<file path="src/include/bit_timing_map.vh">
// Register offsets, fields, reset values and timing counts of the bit-timing block
`ifndef BIT_TIMING_MAP_VH
`define BIT_TIMING_MAP_VH

`define REG_CTRL 4'h0
`define REG_CMD 4'h4
`define REG_STATUS 4'h8
`define REG_TIMING 4'hC

`define CTRL_CODE_LSB 0
`define CTRL_CODE_MSB 5
`define CTRL_RATE_LSB 8
`define CTRL_RATE_MSB 13
`define CODE_RST 6'h00
`define RATE_RST 6'h01

`define CMD_OP_MSB 2
`define CMD_BIT 3
`define OP_START 3'h1
`define OP_BIT 3'h2
`define OP_STOP 3'h3
`define OP_RSTART 3'h4

`define ST_BUSY 0
`define ST_RX 1
`define ST_SCL 2
`define ST_SDA 3

`define STOP_SETUP_CLK 17'h00004

`endif

</file>
<file path="src/rtl/divider_lookup.v">
// Divider code to decimal bit-clock divider lookup, registered output
`timescale 1ns/1ps
module divider_lookup
(
    // Clock and reset
    input wire clk,
    input wire rst_n,
    // Code in, divider out
    input wire [5:0] scl_divider_code,
    output reg [15:0] divider_value
);

reg [15:0] value_nxt;

always @*
begin
    case (scl_divider_code)
        6'h00: value_nxt = 16'h0120;
        6'h01: value_nxt = 16'h0140;
        6'h02: value_nxt = 16'h0180;
        6'h03: value_nxt = 16'h01C0;
        6'h04: value_nxt = 16'h0240;
        6'h05: value_nxt = 16'h0280;
        6'h06: value_nxt = 16'h0300;
        6'h07: value_nxt = 16'h0380;
        6'h08: value_nxt = 16'h0480;
        6'h09: value_nxt = 16'h0500;
        6'h0A: value_nxt = 16'h0600;
        6'h0B: value_nxt = 16'h0700;
        6'h0C: value_nxt = 16'h0900;
        6'h0D: value_nxt = 16'h0A00;
        6'h0E: value_nxt = 16'h0C00;
        6'h0F: value_nxt = 16'h0E00;
        6'h10: value_nxt = 16'h1200;
        6'h11: value_nxt = 16'h1400;
        6'h12: value_nxt = 16'h1800;
        6'h13: value_nxt = 16'h1C00;
        6'h14: value_nxt = 16'h2400;
        6'h15: value_nxt = 16'h2800;
        6'h16: value_nxt = 16'h3000;
        6'h17: value_nxt = 16'h3800;
        6'h18: value_nxt = 16'h4800;
        6'h19: value_nxt = 16'h5000;
        6'h1A: value_nxt = 16'h6000;
        6'h1B: value_nxt = 16'h7000;
        6'h1C: value_nxt = 16'h9000;
        6'h1D: value_nxt = 16'hA000;
        6'h1E: value_nxt = 16'hC000;
        6'h1F: value_nxt = 16'hF000;
        6'h20: value_nxt = 16'h00A0;
        6'h21: value_nxt = 16'h00C0;
        6'h22: value_nxt = 16'h00E0;
        6'h23: value_nxt = 16'h0100;
        6'h24: value_nxt = 16'h0140;
        6'h25: value_nxt = 16'h0180;
        6'h26: value_nxt = 16'h01E0;
        6'h27: value_nxt = 16'h0200;
        6'h28: value_nxt = 16'h0280;
        6'h29: value_nxt = 16'h0300;
        6'h2A: value_nxt = 16'h03C0;
        6'h2B: value_nxt = 16'h0400;
        6'h2C: value_nxt = 16'h0500;
        6'h2D: value_nxt = 16'h0600;
        6'h2E: value_nxt = 16'h0780;
        6'h2F: value_nxt = 16'h0800;
        6'h30: value_nxt = 16'h0A00;
        6'h31: value_nxt = 16'h0C00;
        6'h32: value_nxt = 16'h0F00;
        6'h33: value_nxt = 16'h1000;
        6'h34: value_nxt = 16'h1400;
        6'h35: value_nxt = 16'h1800;
        6'h36: value_nxt = 16'h1E00;
        6'h37: value_nxt = 16'h2000;
        6'h38: value_nxt = 16'h2800;
        6'h39: value_nxt = 16'h3000;
        6'h3A: value_nxt = 16'h3C00;
        6'h3B: value_nxt = 16'h4000;
        6'h3C: value_nxt = 16'h5000;
        6'h3D: value_nxt = 16'h6000;
        6'h3E: value_nxt = 16'h7800;
        6'h3F: value_nxt = 16'h8000;
        default: value_nxt = 16'h0120;
    endcase
end

always @(posedge clk or negedge rst_n)
begin
    if (!rst_n)
        divider_value <= 16'h0120;
    else
        divider_value <= value_nxt;
end

endmodule // divider_lookup

</file>
<file path="src/rtl/bus_input_filter.v">
// Digital glitch filter for one incoming bus line, stepped by the sample tick
`timescale 1ns/1ps
module bus_input_filter
(
    // Clock and reset
    input wire clk,
    input wire rst_n,
    // Sample tick and raw line
    input wire sample_tick,
    input wire line_in,
    // Qualified line
    output reg line_q
);

reg s1_r;
reg s2_r;

// Two ticks of agreement plus one output register: at most rate*2+1 clocks of delay
always @(posedge clk or negedge rst_n)
begin
    if (!rst_n)
    begin
        s1_r <= 1'b1;
        s2_r <= 1'b1;
        line_q <= 1'b1;
    end
    else
    begin
        if (sample_tick)
        begin
            s1_r <= line_in;
            s2_r <= s1_r;
        end
        if (s1_r == s2_r)
            line_q <= s2_r;
    end
end

endmodule // bus_input_filter

</file>
<file path="src/rtl/bit_timing_ctrl.v">
// Two-wire bit-timing generator with input qualifier and Wishbone registers
//
// Implementation choices: the register offsets and register access over Wishbone.
`timescale 1ns/1ps
`include "bit_timing_map.vh"

module bit_timing_ctrl
(
    // Clock and reset
    input wire clk,
    input wire reset_n,
    // Wishbone slave
    input wire wb_cyc_i,
    input wire wb_stb_i,
    input wire wb_we_i,
    input wire [3:0] wb_adr_i,
    input wire [3:0] wb_sel_i,
    input wire [31:0] wb_dat_i,
    output reg [31:0] wb_dat_o,
    output reg wb_ack_o,
    // Bus clock line
    input wire scl_i,
    output reg scl_o,
    output reg scl_oe,
    // Bus data line
    input wire sda_i,
    output reg sda_o,
    output reg sda_oe
);

localparam [3:0] S_IDLE = 4'h1;
localparam [3:0] S_START = 4'h2;
localparam [3:0] S_LOW = 4'h4;
localparam [3:0] S_HIGH = 4'h8;

reg rst_meta_r;
reg rst_n_r;
reg [5:0] scl_divider_code_r;
reg [5:0] filter_sample_rate_r;
reg [5:0] tick_cnt_r;
reg sample_tick_r;
reg [3:0] state_r;
reg [2:0] op_r;
reg bit_r;
reg rx_r;
reg [16:0] cnt_r;
reg [16:0] hold_r;
reg [16:0] start_hold_r;
reg [16:0] half_r;

wire [15:0] divider_value;
wire scl_f;
wire sda_f;
wire bus_req;
wire wr_req;
reg [16:0] hold_nxt;
reg [16:0] hold_eff;
reg [16:0] high_target;
reg sda_drive_low;

// Release reset through two flops so the deassertion is clean
always @(posedge clk or negedge reset_n)
begin
    if (!reset_n)
    begin
        rst_meta_r <= 1'b0;
        rst_n_r <= 1'b0;
    end
    else
    begin
        rst_meta_r <= 1'b1;
        rst_n_r <= rst_meta_r;
    end
end

divider_lookup u_lookup
(
    .clk(clk),
    .rst_n(rst_n_r),
    .scl_divider_code(scl_divider_code_r),
    .divider_value(divider_value)
);

// Sample tick every filter_sample_rate clocks; a rate of zero acts as one
always @(posedge clk or negedge rst_n_r)
begin
    if (!rst_n_r)
    begin
        tick_cnt_r <= 6'h00;
        sample_tick_r <= 1'b0;
    end
    else if (tick_cnt_r + 6'h01 >= filter_sample_rate_r)
    begin
        tick_cnt_r <= 6'h00;
        sample_tick_r <= 1'b1;
    end
    else
    begin
        tick_cnt_r <= tick_cnt_r + 6'h01;
        sample_tick_r <= 1'b0;
    end
end

bus_input_filter u_scl_filter
(
    .clk(clk),
    .rst_n(rst_n_r),
    .sample_tick(sample_tick_r),
    .line_in(scl_i),
    .line_q(scl_f)
);

bus_input_filter u_sda_filter
(
    .clk(clk),
    .rst_n(rst_n_r),
    .sample_tick(sample_tick_r),
    .line_in(sda_i),
    .line_q(sda_f)
);

function [16:0] start_hold_f;
    input [15:0] d;
    input b5;
    reg [16:0] v;
    integer i;
    begin
        v = {5'h00, d[15:4]};
        for (i = 0; i < 16; i = i + 1)
        begin
            if ((!b5 && v >= 17'h00010) || (b5 && v >= 17'h00009))
                v = v >> 1;
        end
        if (v == 17'h00000)
            v = 17'h00001;
        start_hold_f = v;
    end
endfunction

always @*
begin
    case ({scl_divider_code_r[5], scl_divider_code_r[1]})
        2'b10: hold_nxt = 17'h00008 + (17'h00010 << scl_divider_code_r[4:2]);
        2'b11: hold_nxt = 17'h00008 + ((17'h00010 << scl_divider_code_r[4:2]) << 1);
        2'b00: hold_nxt = 17'h00008 + (17'h00010 << scl_divider_code_r[4:2]) * 17'h00003;
        default: hold_nxt = 17'h00008 + ((17'h00010 << scl_divider_code_r[4:2]) << 2);
    endcase
end

// Derived counts follow the code; the lookup adds one cycle of latency
always @(posedge clk or negedge rst_n_r)
begin
    if (!rst_n_r)
    begin
        hold_r <= 17'h00008;
        start_hold_r <= 17'h00001;
        half_r <= 17'h00090;
    end
    else
    begin
        hold_r <= hold_nxt;
        start_hold_r <= start_hold_f(divider_value, scl_divider_code_r[5]);
        half_r <= {2'b00, divider_value[15:1]};
    end
end

// Hold longer than the low half would eat the setup; clamp it inside the low phase
always @*
begin
    if (hold_r >= half_r)
        hold_eff = half_r - 17'h00001;
    else
        hold_eff = hold_r;
    case (op_r)
        `OP_BIT: high_target = half_r;
        `OP_STOP: high_target = `STOP_SETUP_CLK;
        default: high_target = {1'b0, divider_value} + start_hold_r;
    endcase
    case (op_r)
        `OP_BIT: sda_drive_low = !bit_r;
        `OP_STOP: sda_drive_low = 1'b1;
        default: sda_drive_low = 1'b0;
    endcase
end

assign bus_req = wb_cyc_i && wb_stb_i && !wb_ack_o;
assign wr_req = bus_req && wb_we_i;

// Sequencer: every phase restarts its counter; only the high phase waits on the filtered clock line, other phases count clocks
always @(posedge clk or negedge rst_n_r)
begin
    if (!rst_n_r)
    begin
        state_r <= S_IDLE;
        op_r <= `OP_START;
        bit_r <= 1'b1;
        rx_r <= 1'b0;
        cnt_r <= 17'h00000;
        scl_oe <= 1'b0;
        sda_oe <= 1'b0;
        scl_o <= 1'b0;
        sda_o <= 1'b0;
    end
    else
    begin
        scl_o <= 1'b0;
        sda_o <= 1'b0;
        case (state_r)
            S_IDLE:
            begin
                cnt_r <= 17'h00000;
                if (wr_req && wb_adr_i == `REG_CMD && wb_sel_i[0])
                begin
                    op_r <= wb_dat_i[`CMD_OP_MSB:0];
                    bit_r <= wb_dat_i[`CMD_BIT];
                    if (wb_dat_i[`CMD_OP_MSB:0] == `OP_START)
                    begin
                        sda_oe <= 1'b1;
                        state_r <= S_START;
                    end
                    else if (wb_dat_i[`CMD_OP_MSB:0] == `OP_BIT || wb_dat_i[`CMD_OP_MSB:0] == `OP_STOP ||
                             wb_dat_i[`CMD_OP_MSB:0] == `OP_RSTART)
                    begin
                        scl_oe <= 1'b1;
                        state_r <= S_LOW;
                    end
                end
            end
            S_START:
            begin
                cnt_r <= cnt_r + 17'h00001;
                if (cnt_r + 17'h00001 >= start_hold_r)
                begin
                    scl_oe <= 1'b1;
                    cnt_r <= 17'h00000;
                    state_r <= S_IDLE;
                end
            end
            S_LOW:
            begin
                cnt_r <= cnt_r + 17'h00001;
                // Change one count early so the setup left before release is exactly half minus hold
                if (cnt_r + 17'h00001 == hold_eff)
                    sda_oe <= sda_drive_low;
                if (cnt_r + 17'h00001 >= half_r)
                begin
                    scl_oe <= 1'b0;
                    cnt_r <= 17'h00000;
                    state_r <= S_HIGH;
                end
            end
            S_HIGH:
            begin
                // High time starts only once the qualified line is seen high
                if (scl_f)
                begin
                    cnt_r <= cnt_r + 17'h00001;
                    if (cnt_r + 17'h00001 >= high_target)
                    begin
                        cnt_r <= 17'h00000;
                        if (op_r == `OP_BIT)
                        begin
                            rx_r <= sda_f;
                            scl_oe <= 1'b1;
                            state_r <= S_IDLE;
                        end
                        else if (op_r == `OP_STOP)
                        begin
                            sda_oe <= 1'b0;
                            state_r <= S_IDLE;
                        end
                        else
                        begin
                            sda_oe <= 1'b1;
                            state_r <= S_START;
                        end
                    end
                end
            end
            default:
            begin
                state_r <= S_IDLE;
                cnt_r <= 17'h00000;
            end
        endcase
    end
end

// Register file; unmapped addresses ack and read zero
always @(posedge clk or negedge rst_n_r)
begin
    if (!rst_n_r)
    begin
        wb_ack_o <= 1'b0;
        wb_dat_o <= 32'h00000000;
        scl_divider_code_r <= `CODE_RST;
        filter_sample_rate_r <= `RATE_RST;
    end
    else
    begin
        wb_ack_o <= bus_req;
        if (wr_req && wb_adr_i == `REG_CTRL)
        begin
            if (wb_sel_i[0])
                scl_divider_code_r <= wb_dat_i[`CTRL_CODE_MSB:`CTRL_CODE_LSB];
            if (wb_sel_i[1])
                filter_sample_rate_r <= wb_dat_i[`CTRL_RATE_MSB:`CTRL_RATE_LSB];
        end
        wb_dat_o <= 32'h00000000;
        if (bus_req && !wb_we_i)
        begin
            case (wb_adr_i)
                `REG_CTRL: wb_dat_o <= {18'h00000, filter_sample_rate_r, 2'b00, scl_divider_code_r};
                `REG_STATUS: wb_dat_o <= {28'h0000000, sda_f, scl_f, rx_r, state_r != S_IDLE};
                `REG_TIMING: wb_dat_o <= {hold_r[15:0], divider_value};
                default: wb_dat_o <= 32'h00000000;
            endcase
        end
    end
end

endmodule // bit_timing_ctrl

</file>
<file path="config.mk">
export PLATFORM = sky130hd
export DESIGN_NAME = bit_timing_ctrl
export DESIGN_NICKNAME = d
export VERILOG_FILES = /design/src/rtl/divider_lookup.v /design/src/rtl/bus_input_filter.v /design/src/rtl/bit_timing_ctrl.v
export VERILOG_INCLUDE_DIRS = /design/src /design/src/include
export SDC_FILE = /design/constraint.sdc
export NUM_CORES = 1
export LEC_CHECK = 0
export BUFFER_PORTS_ARGS = -buffer_cell sky130_fd_sc_hd__buf_2
export CORE_MARGIN = 3
export CORE_UTILIZATION = 61
export CTS_CLUSTER_DIAMETER = 200
export DETAILED_ROUTE_END_ITERATION = 16
export GPL_TIMING_DRIVEN = 0
export PLACE_DENSITY = 0.82
export SETUP_SLACK_MARGIN = 0.02
export SLEW_MARGIN = 25
export SYNTH_ARGS = -nofsm -noshare
export SYNTH_HDL_FRONTEND = slang
export SYNTH_SLANG_ARGS = --single-unit
export TNS_END_PERCENT = 50
</file>
<file path="constraint.sdc">
create_clock -name clk -period 4.2 [get_ports clk]
set_input_delay 0.84 -clock clk [delete_from_list [all_inputs] [get_ports clk]]
set_output_delay 0.84 -clock clk [all_outputs]
set_load 0.05 [all_outputs]
</file>
# --- Word level (Yosys, flattened, before mapping) ---
# Memory sizes are Yosys's and may differ from the RTL's. A register that Yosys moved wholly into a read port is not among the register bits.
# Cells that the tools add are included.
op_classes:
  n_addsub: 8
  mul: 1
  n_lt_le_gt_ge: 37
  n_eq_ne: 31
  shift: 1
  n_mux: 57
  reduce_logical: 74
op_table:
  columns: ["op", "n"]
  rows:
  - ["17-bit 2-to-1 mux", 16]
  - ["17-bit by 4-bit greater-or-equal comparator with 1-bit output, second input constant", 15]
  - ["17-bit by 5-bit greater-or-equal comparator with 1-bit output, second input constant", 15]
  - ["17-bit case mux with 3 select lines", 2]
  - ["32-bit case mux with 3 select lines", 1]
  - ["12-bit 2-to-1 mux", 6]
  - ["4-bit by 17-bit adder with 17-bit output, first input constant", 4]
  - ["1-bit logical AND", 39]
  - ["17-bit by 15-bit greater-or-equal comparator with 1-bit output", 2]
  - ["17-bit greater-or-equal comparator", 2]
  - ["17-bit case mux with 2 select lines", 1]
  - ["32-bit 2-to-1 mux", 1]
  - ["4-bit 2-to-1 mux", 7]
  - ["2-bit inequality test, second input constant", 10]
  - ["1-bit logical OR", 18]
  - ["16-bit by 17-bit adder with 17-bit output", 1]
  - ["17-bit by 1-bit adder with 17-bit output, second input constant", 1]
  - ["17-bit equality test", 1]
  - ["17-bit logical NOT", 1]
  - ["17-bit by 2-bit multiplier with 17-bit output, second input constant", 1]
  - ["5-bit by 3-bit left shift with 17-bit output, first input constant", 1]
  - ["1-bit 2-to-1 mux", 16]
  - ["4-bit case mux with 4 select lines", 1]
  - ["15-bit by 1-bit subtractor with 16-bit output, second input constant", 1]
  - ["31 further kinds", 46]
word_totals:
  ff_bits: 153
  rom_bits: 704
  inputBits: 47
  out_inout_bits: 37
  memories: 1
mem_list:
  columns: ["memory", "depth", "width", "read_ports", "rd_clocked_by_memory_dff", "wr", "line", "rtl"]
  rows:
  - ["(no name shown)", 64, 11, 1, 1, 0, "divider_lookup.v:17", "case (scl_divider_code)"]

# --- Depth between registers and ports, before layout ---
# Gate-level depths: netlist (run 1).
depth:
  word_depth: 66
  mapped_depth: 22
  mapped_depth_nobuf: 21

# --- Modules after synthesis ---
# A second synthesis (run 1) with hierarchy kept.
unflattened:
  cells_unflattened: 1056
  hier_area_um2: 9696.8
modules_own_cells:
  columns: ["mod", "n_inst", "cells_each", "area_each_um2", "seq_area_each_um2"]
  rows:
  - ["bit_timing_ctrl", 1, 944, 8602.0, 2861.5]
  - ["divider_lookup", 1, 100, 869.6, 277.8]
  - ["bus_input_filter", 2, 6, 112.6, 78.8]

# --- Worst setup path after synthesis (run 1) ---
# Ideal clock, no wire load.
synth_timing:
  kind: "reg2reg"
  start: "reg u_lookup.divider_value[13]"
  end: "reg start_hold_r[0]"
  t_arrival_ns: 4.149
  required_ns: 4.106
  path_slack_ns: -0.043
  path_stages_with_launch: 15
  path_cell_list: "dfrtp_1 > buf_6 > or4_4 > buf_6 > a211oi_2 > mux2_2 > nor4_4 > o221ai_2 > a21o_2 > o31a_2 > or2_0 > o221ai_1 > a41o_1 > nor4b_1 > or4_1"
synth_between:
  elab_chain_cells: 66
  elab_cells_between_ends: 98
  cone_classes: "order compare: 32; mux: 17; reduce/logical: 49"
synth_rtl:
  columns: ["element", "line", "rtl"]
  rows:
  - ["from (decl)", "divider_lookup.v:10", "output reg [15:0] divider_value"]
  - ["12-bit by 5-bit greater-or-equal comparator with 1-bit output or 12-bit by 4-bit greater-or-equal comparator with 1-bit output (tied branches)", "bit_timing_ctrl.v:131", "if ((!b5 && v >= 17'h00010) || (b5 && v >= 17'h00009))"]
  - ["1-bit logical AND", "bit_timing_ctrl.v:131", null]
  - ["1-bit logical OR", "bit_timing_ctrl.v:131", null]
  - ["12-bit 2-to-1 mux *", "bit_timing_ctrl.v:131", null]
  - ["17-bit by 5-bit greater-or-equal comparator with 1-bit output or 17-bit by 4-bit greater-or-equal comparator with 1-bit output (tied branches)", "bit_timing_ctrl.v:131", null]
  - ["1-bit logical AND", "bit_timing_ctrl.v:131", null]
  - ["1-bit logical OR", "bit_timing_ctrl.v:131", null]
  - ["12-bit 2-to-1 mux *", "bit_timing_ctrl.v:131", null]
  - ["[... 50 more ...]", null, null]
  - ["1-bit logical OR", "bit_timing_ctrl.v:131", null]
  - ["17-bit 2-to-1 mux *", "bit_timing_ctrl.v:131", null]
  - ["17-bit by 5-bit greater-or-equal comparator with 1-bit output or 17-bit by 4-bit greater-or-equal comparator with 1-bit output (tied branches)", "bit_timing_ctrl.v:131", null]
  - ["1-bit logical AND", "bit_timing_ctrl.v:131", null]
  - ["1-bit logical OR", "bit_timing_ctrl.v:131", null]
  - ["17-bit 2-to-1 mux *", "bit_timing_ctrl.v:131", null]
  - ["17-bit logical NOT", "bit_timing_ctrl.v:134", "if (v == 17'h00000)"]
  - ["17-bit 2-to-1 mux *", "bit_timing_ctrl.v:134", null]
  - ["to (signal assigned)", "bit_timing_ctrl.v:162", "start_hold_r <= start_hold_f(divider_value, scl_divider_code_r[5]);"]
  - ["to (decl)", "bit_timing_ctrl.v:48", "reg [16:0] start_hold_r;"]
# Every way passes the cells marked *; elsewhere a longest branch is shown, timed or not.
# A chain may end at the register's enable or synchronous reset.

# --- Worst setup path in the final report (run 1) ---
layout_timing:
  start: "reg cnt_r[0]"
  end: "reg cnt_r[5]"
layout_between:
  elab_chain_cells: 5
  elab_cells_between_ends: 9
  cone_classes: "add/sub: 1; order compare: 3; mux: 5"
layout_rtl:
  columns: ["element", "line", "rtl"]
  rows:
  - ["from (decl)", "bit_timing_ctrl.v:46", "reg [16:0] cnt_r;"]
  - ["from (signal assigned)", "bit_timing_ctrl.v:231", "cnt_r <= cnt_r + 17'h00001;"]
  - ["from (signal assigned)", "bit_timing_ctrl.v:241", "cnt_r <= cnt_r + 17'h00001;"]
  - ["from (signal assigned)", "bit_timing_ctrl.v:257", "cnt_r <= cnt_r + 17'h00001;"]
  - ["17-bit by 1-bit adder with 17-bit output *", null, null]
  - ["17-bit greater-or-equal comparator", "bit_timing_ctrl.v:258", "if (cnt_r + 17'h00001 >= high_target)"]
  - ["17-bit 2-to-1 mux", "bit_timing_ctrl.v:258", null]
  - ["17-bit 2-to-1 mux", "bit_timing_ctrl.v:255", "if (scl_f)"]
  - ["17-bit case mux with 3 select lines *", "bit_timing_ctrl.v:208", "case (state_r)"]
# Every way passes the cells marked *; elsewhere a longest branch is shown, timed or not. The select of a mux whose other input is x is not followed.

==> summary.md, run 1 <==
| Metric | Value |
|---|---|
| Layout Cells excl Fill | 1265 |
| PortBufs | 53 |
| Clk Latency, worst-skew pair | 430 ps |
| Reg area | 3206 µm² |
| PD cells | 525.2 nW/µm² |
| Layout Skew | 17.48 ps |
| Setup-failing EPs final | 3 |
| Placed insts | 1202 |
| Worst-margin pin slew | 866.8 ps |
| Drt wl/cell | 19.01 µm |
| Area of the multi-input gates | 5500 µm² |
| Part of the power in registers | 0.290 |
| Number of synthesized flops with an enable pin | 0 |
| Synth Flop Type | dfrtp_1 |
| Unrepaired setup endpoints after global routing | true |
| Mapped Avg Cell Area | 9.193 µm² |
| Mapped cell area | 8725 µm² |
| CP Data Arrival Time | 4600 ps |
| I/O pins | 84 |
| Crit path time final | 4270 ps |
| GPL Wtd Cong | 0.9941 |
| Root Buffer | clkbuf_16 |
| Final WL | 24050 µm |
| Commonest non-fill, non-tap cell in the layout | dfrtp_1 |
| Failing checks | negative setup slack |
| Sequential share of the synthesized area | 0.3664 |
| Fillers | 981 |
| Power share of the clock group | 0.266 |
| # rows | 43 |
| Max rail drop VDD | 0.0003449 V |
| Vias in the first global route | 7636 |
| Startpoint Class | flop |
| Post-DP Area | 9373 µm² |
| Hold_buf cts | 0 |
| Number of antenna violations at the first check in global routing | 0 |
| Psw | 0.002125 W |
| Num CTS Buffers | 17 |
| Hold Path Class | in2async |
| Final worst slack | -69.90 ps |
| Vias | 7847 |
| R2r worst-path depth | 17 |
| Commonest cells after routing, fill and taps aside | dfrtp_1 (107), ha_1 (74), nand2_1 (61), inv_1 (56), buf_2 (55) |
| Cell leakage power | 5.079 nW |
| Fin. Hold Viols | 0 |
| DRT Pass-1 Iters | 7 |
| Post-synthesis async set-or-reset flop share | 1.000 |
| Post-layout instance area | 10580 µm² |
| Post-synthesis cell type count | 90 |
| CTS tree | yes |
| Yosys reg bits | 127 |
| Area Overhead vs Synth | 21.31% |
| Critical path endpoint category | flop |
| First-pass GRT wire length | 38000 µm |
| Die ar. | 15770 µm² |
| Vias per Instance | 6.203 |
| Grt total ovfl | 0 |
| Largest net degree at the start of global routing | 53 |
| NumNets Final | 1195 |
| CP max FO | 10 |
| Post-Syn Instances | 949 |
| Clk sinks | 127 |
| Slew Viols, Final | 0 |
| Core area | 13930 µm² |
| HPWL after detailed placement | 16720 µm |
| Internal Power | 0.003434 W |
| Combinational share of power | 0.444 |
| Total global-route track usage | 0.2968 |
| Antenna cells | 0 |
| Period utilization | 1.017 |
| Synth warn | 0 |
| CTS max path bufs | 2 |
| Fin util | 0.7595 |
| Place WS | -531.5 ps |
| Relative slew slack | 0.4190 |
| DRT iter0 DRCs | 753 |
| Outcome | complete, but fails checks |
| H-tree levels | 4 |
| Worst EP required | 4530 ps |
| Switching share of power | 0.3823 |
| Die Ht | 125.6 µm |
| Residual DRC count | 0 |
| Initial Util | 0.6261 |
| Routed Antenna Nets | 0 |
| Fraction of layout cells with a size suffix above 1 | 0.2332 |
| Die Wd | 125.6 µm |
| Setup CP Type | reg2reg |
| Fmax | 234.2 MHz |
| CTS clk-pin slew, worst paths | 60 ps |
| Max_cap viols | 0 |
| Hold WS | 181.0 ps |
## cell type report
class	count	share of cell area
inverter	58	0.02057
timing repair buffer	91	0.05627
multi-input combinational	726	0.5197
clock inverter	12	0.01300
sequential	127	0.3029
tap	180	0.02128
clock buffer	20	0.04315
buffer	51	0.02317
## synth_stat cells, drive strengths merged, types with 4 or more instances
library cell / n / share of area
a211oi: 10 / 0.0092
a31oi: 17 / 0.013
xor2: 22 / 0.022
ha: 75 / 0.11
nor2b: 11 / 0.0079
o31ai: 6 / 0.0073
o221ai: 5 / 0.0057
a21o: 26 / 0.023
nor3: 33 / 0.020
mux2i: 22 / 0.026
or3: 6 / 0.0043
nand2: 63 / 0.027
dfstp: 15 / 0.045
o21ai: 52 / 0.030
xnor2: 31 / 0.031
o21bai: 4 / 0.0047
or4: 4 / 0.0039
o21a: 5 / 0.0043
nor4: 12 / 0.010
mux2: 17 / 0.022
a21oi: 52 / 0.030
inv: 57 / 0.025
or2: 6 / 0.0046
nand4: 9 / 0.0065
o22ai: 10 / 0.0072
nand3: 23 / 0.013
dfrtp: 112 / 0.32
and3: 32 / 0.023
a22o: 4 / 0.0040
and2: 8 / 0.0057
nand2b: 17 / 0.012
nor3b: 7 / 0.0060
clkbuf: 40 / 0.017
a22oi: 9 / 0.0077
buf: 15 / 0.011
nor4b: 4 / 0.0057
o211ai: 10 / 0.0086
nor2: 60 / 0.028
## power by group through the flow
stage | sequential [W] | combinational (W) | clock [W]
2_1_floorplan | 0.00159 | 0.00164 | 0
3_3_place_gp | 0.00164 | 0.00198 | 0
3_5_place_dp | 0.00163 | 0.00205 | 0
4_1_cts | 0.00161 | 0.00221 | 0.00149
5_1_grt | 0.00163 | 0.00269 | 0.00155
6_report | 0.00161 | 0.00247 | 0.00148
## worst max-delay path, stage by stage (launching register included)
cell       delay, ps
dfrtp_2          470
nand2_1          130
nor2_2           230
and3_1           190
clkbuf_1         260
nand3_1          190
xnor2_2          380
ha_1             340
a21oi_1          180
nor2b_1           60
o21ai_0          190
nand3_1          100
nor2_1           170
o2111ai_1        390
a31oi_4          440
buf_6            150
o21ai_0           80
a31oi_1          210
## through the flow
stage | TNS [ps] | power [W]
floorplan | 0 | 0.003231
global placement | -116780 | 0.003619
detailed placement | -7721 | 0.003675
CTS | 0 | 0.005312
global route | -4467 | 0.005873
finish | -155.4 | 0.005559
## routing by layer
| metal | GRT usage | vias to the layer above | part of all wire |
|---|---|---|---|
| met4 | 0.1193 | 0 | 0.038 |
| met5 | 0 | - | 0 |
| met2 | 0.4947 | 345 | 0.49 |
| li1 | - | 3638 | - |
| met3 | 0.05724 | 82 | 0.063 |
| met1 | 0.3817 | 3782 | 0.41 |
## timing repair
action / 4_1_cts / 5_1_grt
gates cloned: 1 / 0
endpoints found under the setup margin: 26 / 28
setup buffers: 18 / 16
pin swaps: 15 / 32
resized for setup: 33 / 58
## cells by family after synthesis
| group | share of synthesized area |
|---|---|
| buf+inv | 0.05363 |
| simple gates | 0.1837 |
| mux | 0.04804 |
| fa+ha+maj | 0.1121 |
| xor+xnor | 0.05320 |
| compound gates | 0.1820 |
| flops | 0.3664 |
| other cells | 0.0008608 |
## final timing paths
| kind | startpoint | end | slack, ps |
|---|---|---|---|
| min reg2reg | rst_n_r | u_lookup.divider_value[12] | 270 |
| max | cnt_r[0] | cnt_r[5] | -70 |
| max reg2reg | cnt_r[0] | cnt_r[5] | -70 |
| min | reset_n | rst_meta_r | 180 |
| max in group asynchronous | rst_n_r | half_r[4] | 2990 |
| min in group clk | rst_meta_r | rst_n_r | 350 |
## registers in the layout (all words and copies together), names as in the netlist, 6 cells and up
register,cells
cnt_r,17
half_r,11
filter_sample_rate_r,6
hold_r,10
start_hold_r,12
tick_cnt_r,6
u_lookup.divider_value,11
scl_divider_code_r,6
wb_dat_o,27
(Power assumes the default switching activity.)
==> run 2, diff against run 1 <==
--- a/config.mk
+++ b/config.mk
@@ -7,12 +7,15 @@
 export NUM_CORES = 1
 export LEC_CHECK = 0
 export BUFFER_PORTS_ARGS = -buffer_cell sky130_fd_sc_hd__buf_2
+export CELL_PAD_IN_SITES_DETAIL_PLACEMENT = 0
+export CELL_PAD_IN_SITES_GLOBAL_PLACEMENT = 1
+export CORE_ASPECT_RATIO = 1.25
 export CORE_MARGIN = 3
-export CORE_UTILIZATION = 61
+export CORE_UTILIZATION = 47
 export CTS_CLUSTER_DIAMETER = 200
 export DETAILED_ROUTE_END_ITERATION = 16
 export GPL_TIMING_DRIVEN = 0
-export PLACE_DENSITY = 0.82
+export PLACE_DENSITY_LB_ADDON = 0.1
 export SETUP_SLACK_MARGIN = 0.02
 export SLEW_MARGIN = 25
 export SYNTH_ARGS = -nofsm -noshare
==> run 2 against run 1 <==
Compared with the run above: the flow now finishes without violations; clock skew decreased by 6.8 ps; final cell count increased by 3.0%; worst hold slack got worse by 1.5 ps; register-to-register slack improved by 130 ps; largest cell class unchanged; highest routed layer unchanged.
==> summary.md, run 2 (synthesis gave the netlist of run 1 again) <==
| Metric | Value |
|---|---|
| Outcome | complete, no violations |
| Worst setup path endpoint | start_hold_r[0] |
| Max_cap viols | 0 |
| CTS clk-pin slew, worst paths | 60 ps |
| Commonest non-fill, non-tap cell in the layout | dfrtp_1 |
| Crit. Startpoint | u_lookup.divider_value[14] |
| Fraction of layout cells with a size suffix above 1 | 0.2242 |
| Buffers & Inverters on Critical Path | 1 |
| Startpoint Class | flop |
| Drt wl/cell | 19.04 µm |
| Number of antenna violations at the first check in global routing | 0 |
| CP Data Arrival Time | 4480 ps |
| Die ar. | 20240 µm² |
| Largest net degree at the start of global routing | 47 |
| Critical-path cell with the highest stage delay | or4_4 |
| I/O pins | 84 |
| Die Ht | 158.3 µm |
| CP max FO | 5 |
| Place WS | -744.8 ps |
| Crit-path cells | or4_4, nor4b_4, mux2_4, nor4_4, buf_4, o221ai_4, a21o_4, o21bai_4, mux2i_4, o31ai_4, mux2i_4, o21ba_1, or4_4 |
| Grt total ovfl | 0 |
| DRT Pass-1 Iters | 8 |
| Final setup TNS | 0 ps |
| Largest reg by FF count | wb_dat_o |
| Antenna cells | 0 |
| Vias in the first global route | 7541 |
| PD cells | 520.9 nW/µm² |
| Area Overhead vs Synth | 21.15% |
| Num CTS Buffers | 17 |
| Relative slew slack | 0.4954 |
| Max rail drop VDD | 0.0003187 V |
| Clk Latency, worst-skew pair | 430 ps |
| Clk sinks | 127 |
| Fillers | 1657 |
| Vias | 7464 |
| NumNets Final | 1185 |
| Worst-margin pin slew | 752.8 ps |
| Hold_buf cts | 0 |
| Die Wd | 127.9 µm |
| Setup-failing EPs final | 0 |
| CP max stage delay | 610 ps |
| Root Buffer | clkbuf_16 |
| Core area | 18170 µm² |
| Hold Path Class | in2async |
| Routed Antenna Nets | 0 |
| Fin util | 0.5818 |
| Unrepaired setup endpoints after global routing | true |
| Residual DRC count | 0 |
| Cell leakage power | 5.037 nW |
| Setup CP Type | reg2reg |
| H-tree levels | 4 |
| HPWL after detailed placement | 18390 µm |
| # rows | 55 |
| First-pass GRT wire length | 39590 µm |
| Worst r2r src | u_lookup.divider_value[14] |
| Biggest registers after layout | wb_dat_o: 27 flops, cnt_r: 17 flops, start_hold_r: 12 flops |
| Layout Skew | 10.67 ps |
| PortBufs | 53 |
| Worst reg2reg endpoint | start_hold_r[0] |
| Final WL | 24810 µm |
| DRT iter0 DRCs | 575 |
| Tot Pwr | 0.005506 W |
| R2r worst-path depth | 13 |
| Slew Viols, Final | 0 |
| Commonest cells after routing, fill and taps aside | dfrtp_1 (107), ha_1 (74), nand2_1 (62), inv_1 (57), buf_2 (54) |
| Reg2reg setup slack | 70 ps |
| Critical path endpoint category | flop |
| Period utilization | 0.9845 |
| Cell family with most CP delay | simple AND/OR/NAND/NOR gates |
| Fmax | 241.8 MHz |
| Number of flip-flops in the largest register | 27 |
| CTS max path bufs | 2 |
| Worst EP required | 4540 ps |
| Vias per Instance | 5.728 |
| CTS tree | yes |
| Critical path depth | 13 |
| GPL Wtd Cong | 0.9298 |
| Initial Util | 0.4802 |
| Fin. Hold Viols | 0 |
| Final worst slack | 65.10 ps |
| Total global-route track usage | 0.2508 |
| Crit path time final | 4135 ps |
-- run 2: timing repair --
| item | 4_1_cts | 5_1_grt |
|---|---|---|
| buffers inserted | 19 | 5 |
| endpoints found under the hold margin | 0 | 0 |
| gates cloned | 1 | 0 |
| pin swaps | 16 | 19 |
| resized for setup | 44 | 39 |
| setup endpoints to repair | 26 | 25 |
-- run 2: cell type report --
cell class / instances / area, µm² / share of cell area
buffer: 51 / 250.2 / 0.02367
sequential: 127 / 3206 / 0.3033
timing repair buffer: 81 / 513.0 / 0.04853
tap: 228 / 285.3 / 0.02699
inverter: 58 / 217.7 / 0.02060
clock inverter: 14 / 168.9 / 0.01598
clock buffer: 18 / 439.2 / 0.04155
multi-input combinational: 726 / 5490 / 0.5194
-- run 2: how the worst min path moves through the flow --
stage	start	to	slack (ps)
after floorplan	rst_meta_r	rst_n_r	330
after detailed placement	rst_n_r	wb_dat_o[7]	330
after global placement	rst_meta_r	rst_n_r	330
final	reset_n	rst_n_r	180
after CTS	reset_n	rst_n_r	160
after global routing	reset_n	rst_n_r	160
-- run 2: report_power, final --
group / total, W / internal [W] / switching [W]
combinational: 0.00236 / 0.00104 / 0.00132
sequential: 0.00161 / 0.00143 / 0.000181
clock: 0.00154 / 0.000911 / 0.000627
total: 0.00551 / 0.00338 / 0.00213
-- run 2: worst reg2reg max path, stage by stage, from the launching register on --
cell	delay [ps]
dfrtp_1	410
or4_4	610
nor4b_4	340
mux2_4	370
nor4_4	200
buf_4	190
o221ai_4	120
a21o_4	240
o21bai_4	200
mux2i_4	340
o31ai_4	110
mux2i_4	220
o21ba_1	190
or4_4	520
-- run 2: per-layer routing --
| layer | global-route usage | up-vias | share of wire |
|---|---|---|---|
| li1 | - | 3616 | - |
| met1 | 0.3088 | 3624 | 0.43 |
| met2 | 0.4396 | 170 | 0.52 |
| met3 | 0.04799 | 54 | 0.033 |
| met4 | 0.08898 | 0 | 0.026 |
| met5 | 0 | - | 0 |
-- run 2: stage by stage --
step / std cells / hold WS [ps] / cell area [µm²]
floorplan: 966 / 331.2 / 8807
global placement: 1247 / 334.7 / 9358
detailed placement: 1250 / 327.8 / 9433
CTS: 1301 / 164.4 / 10390
global route: 1303 / 159.9 / 10570
finish: 1303 / 179.5 / 10570
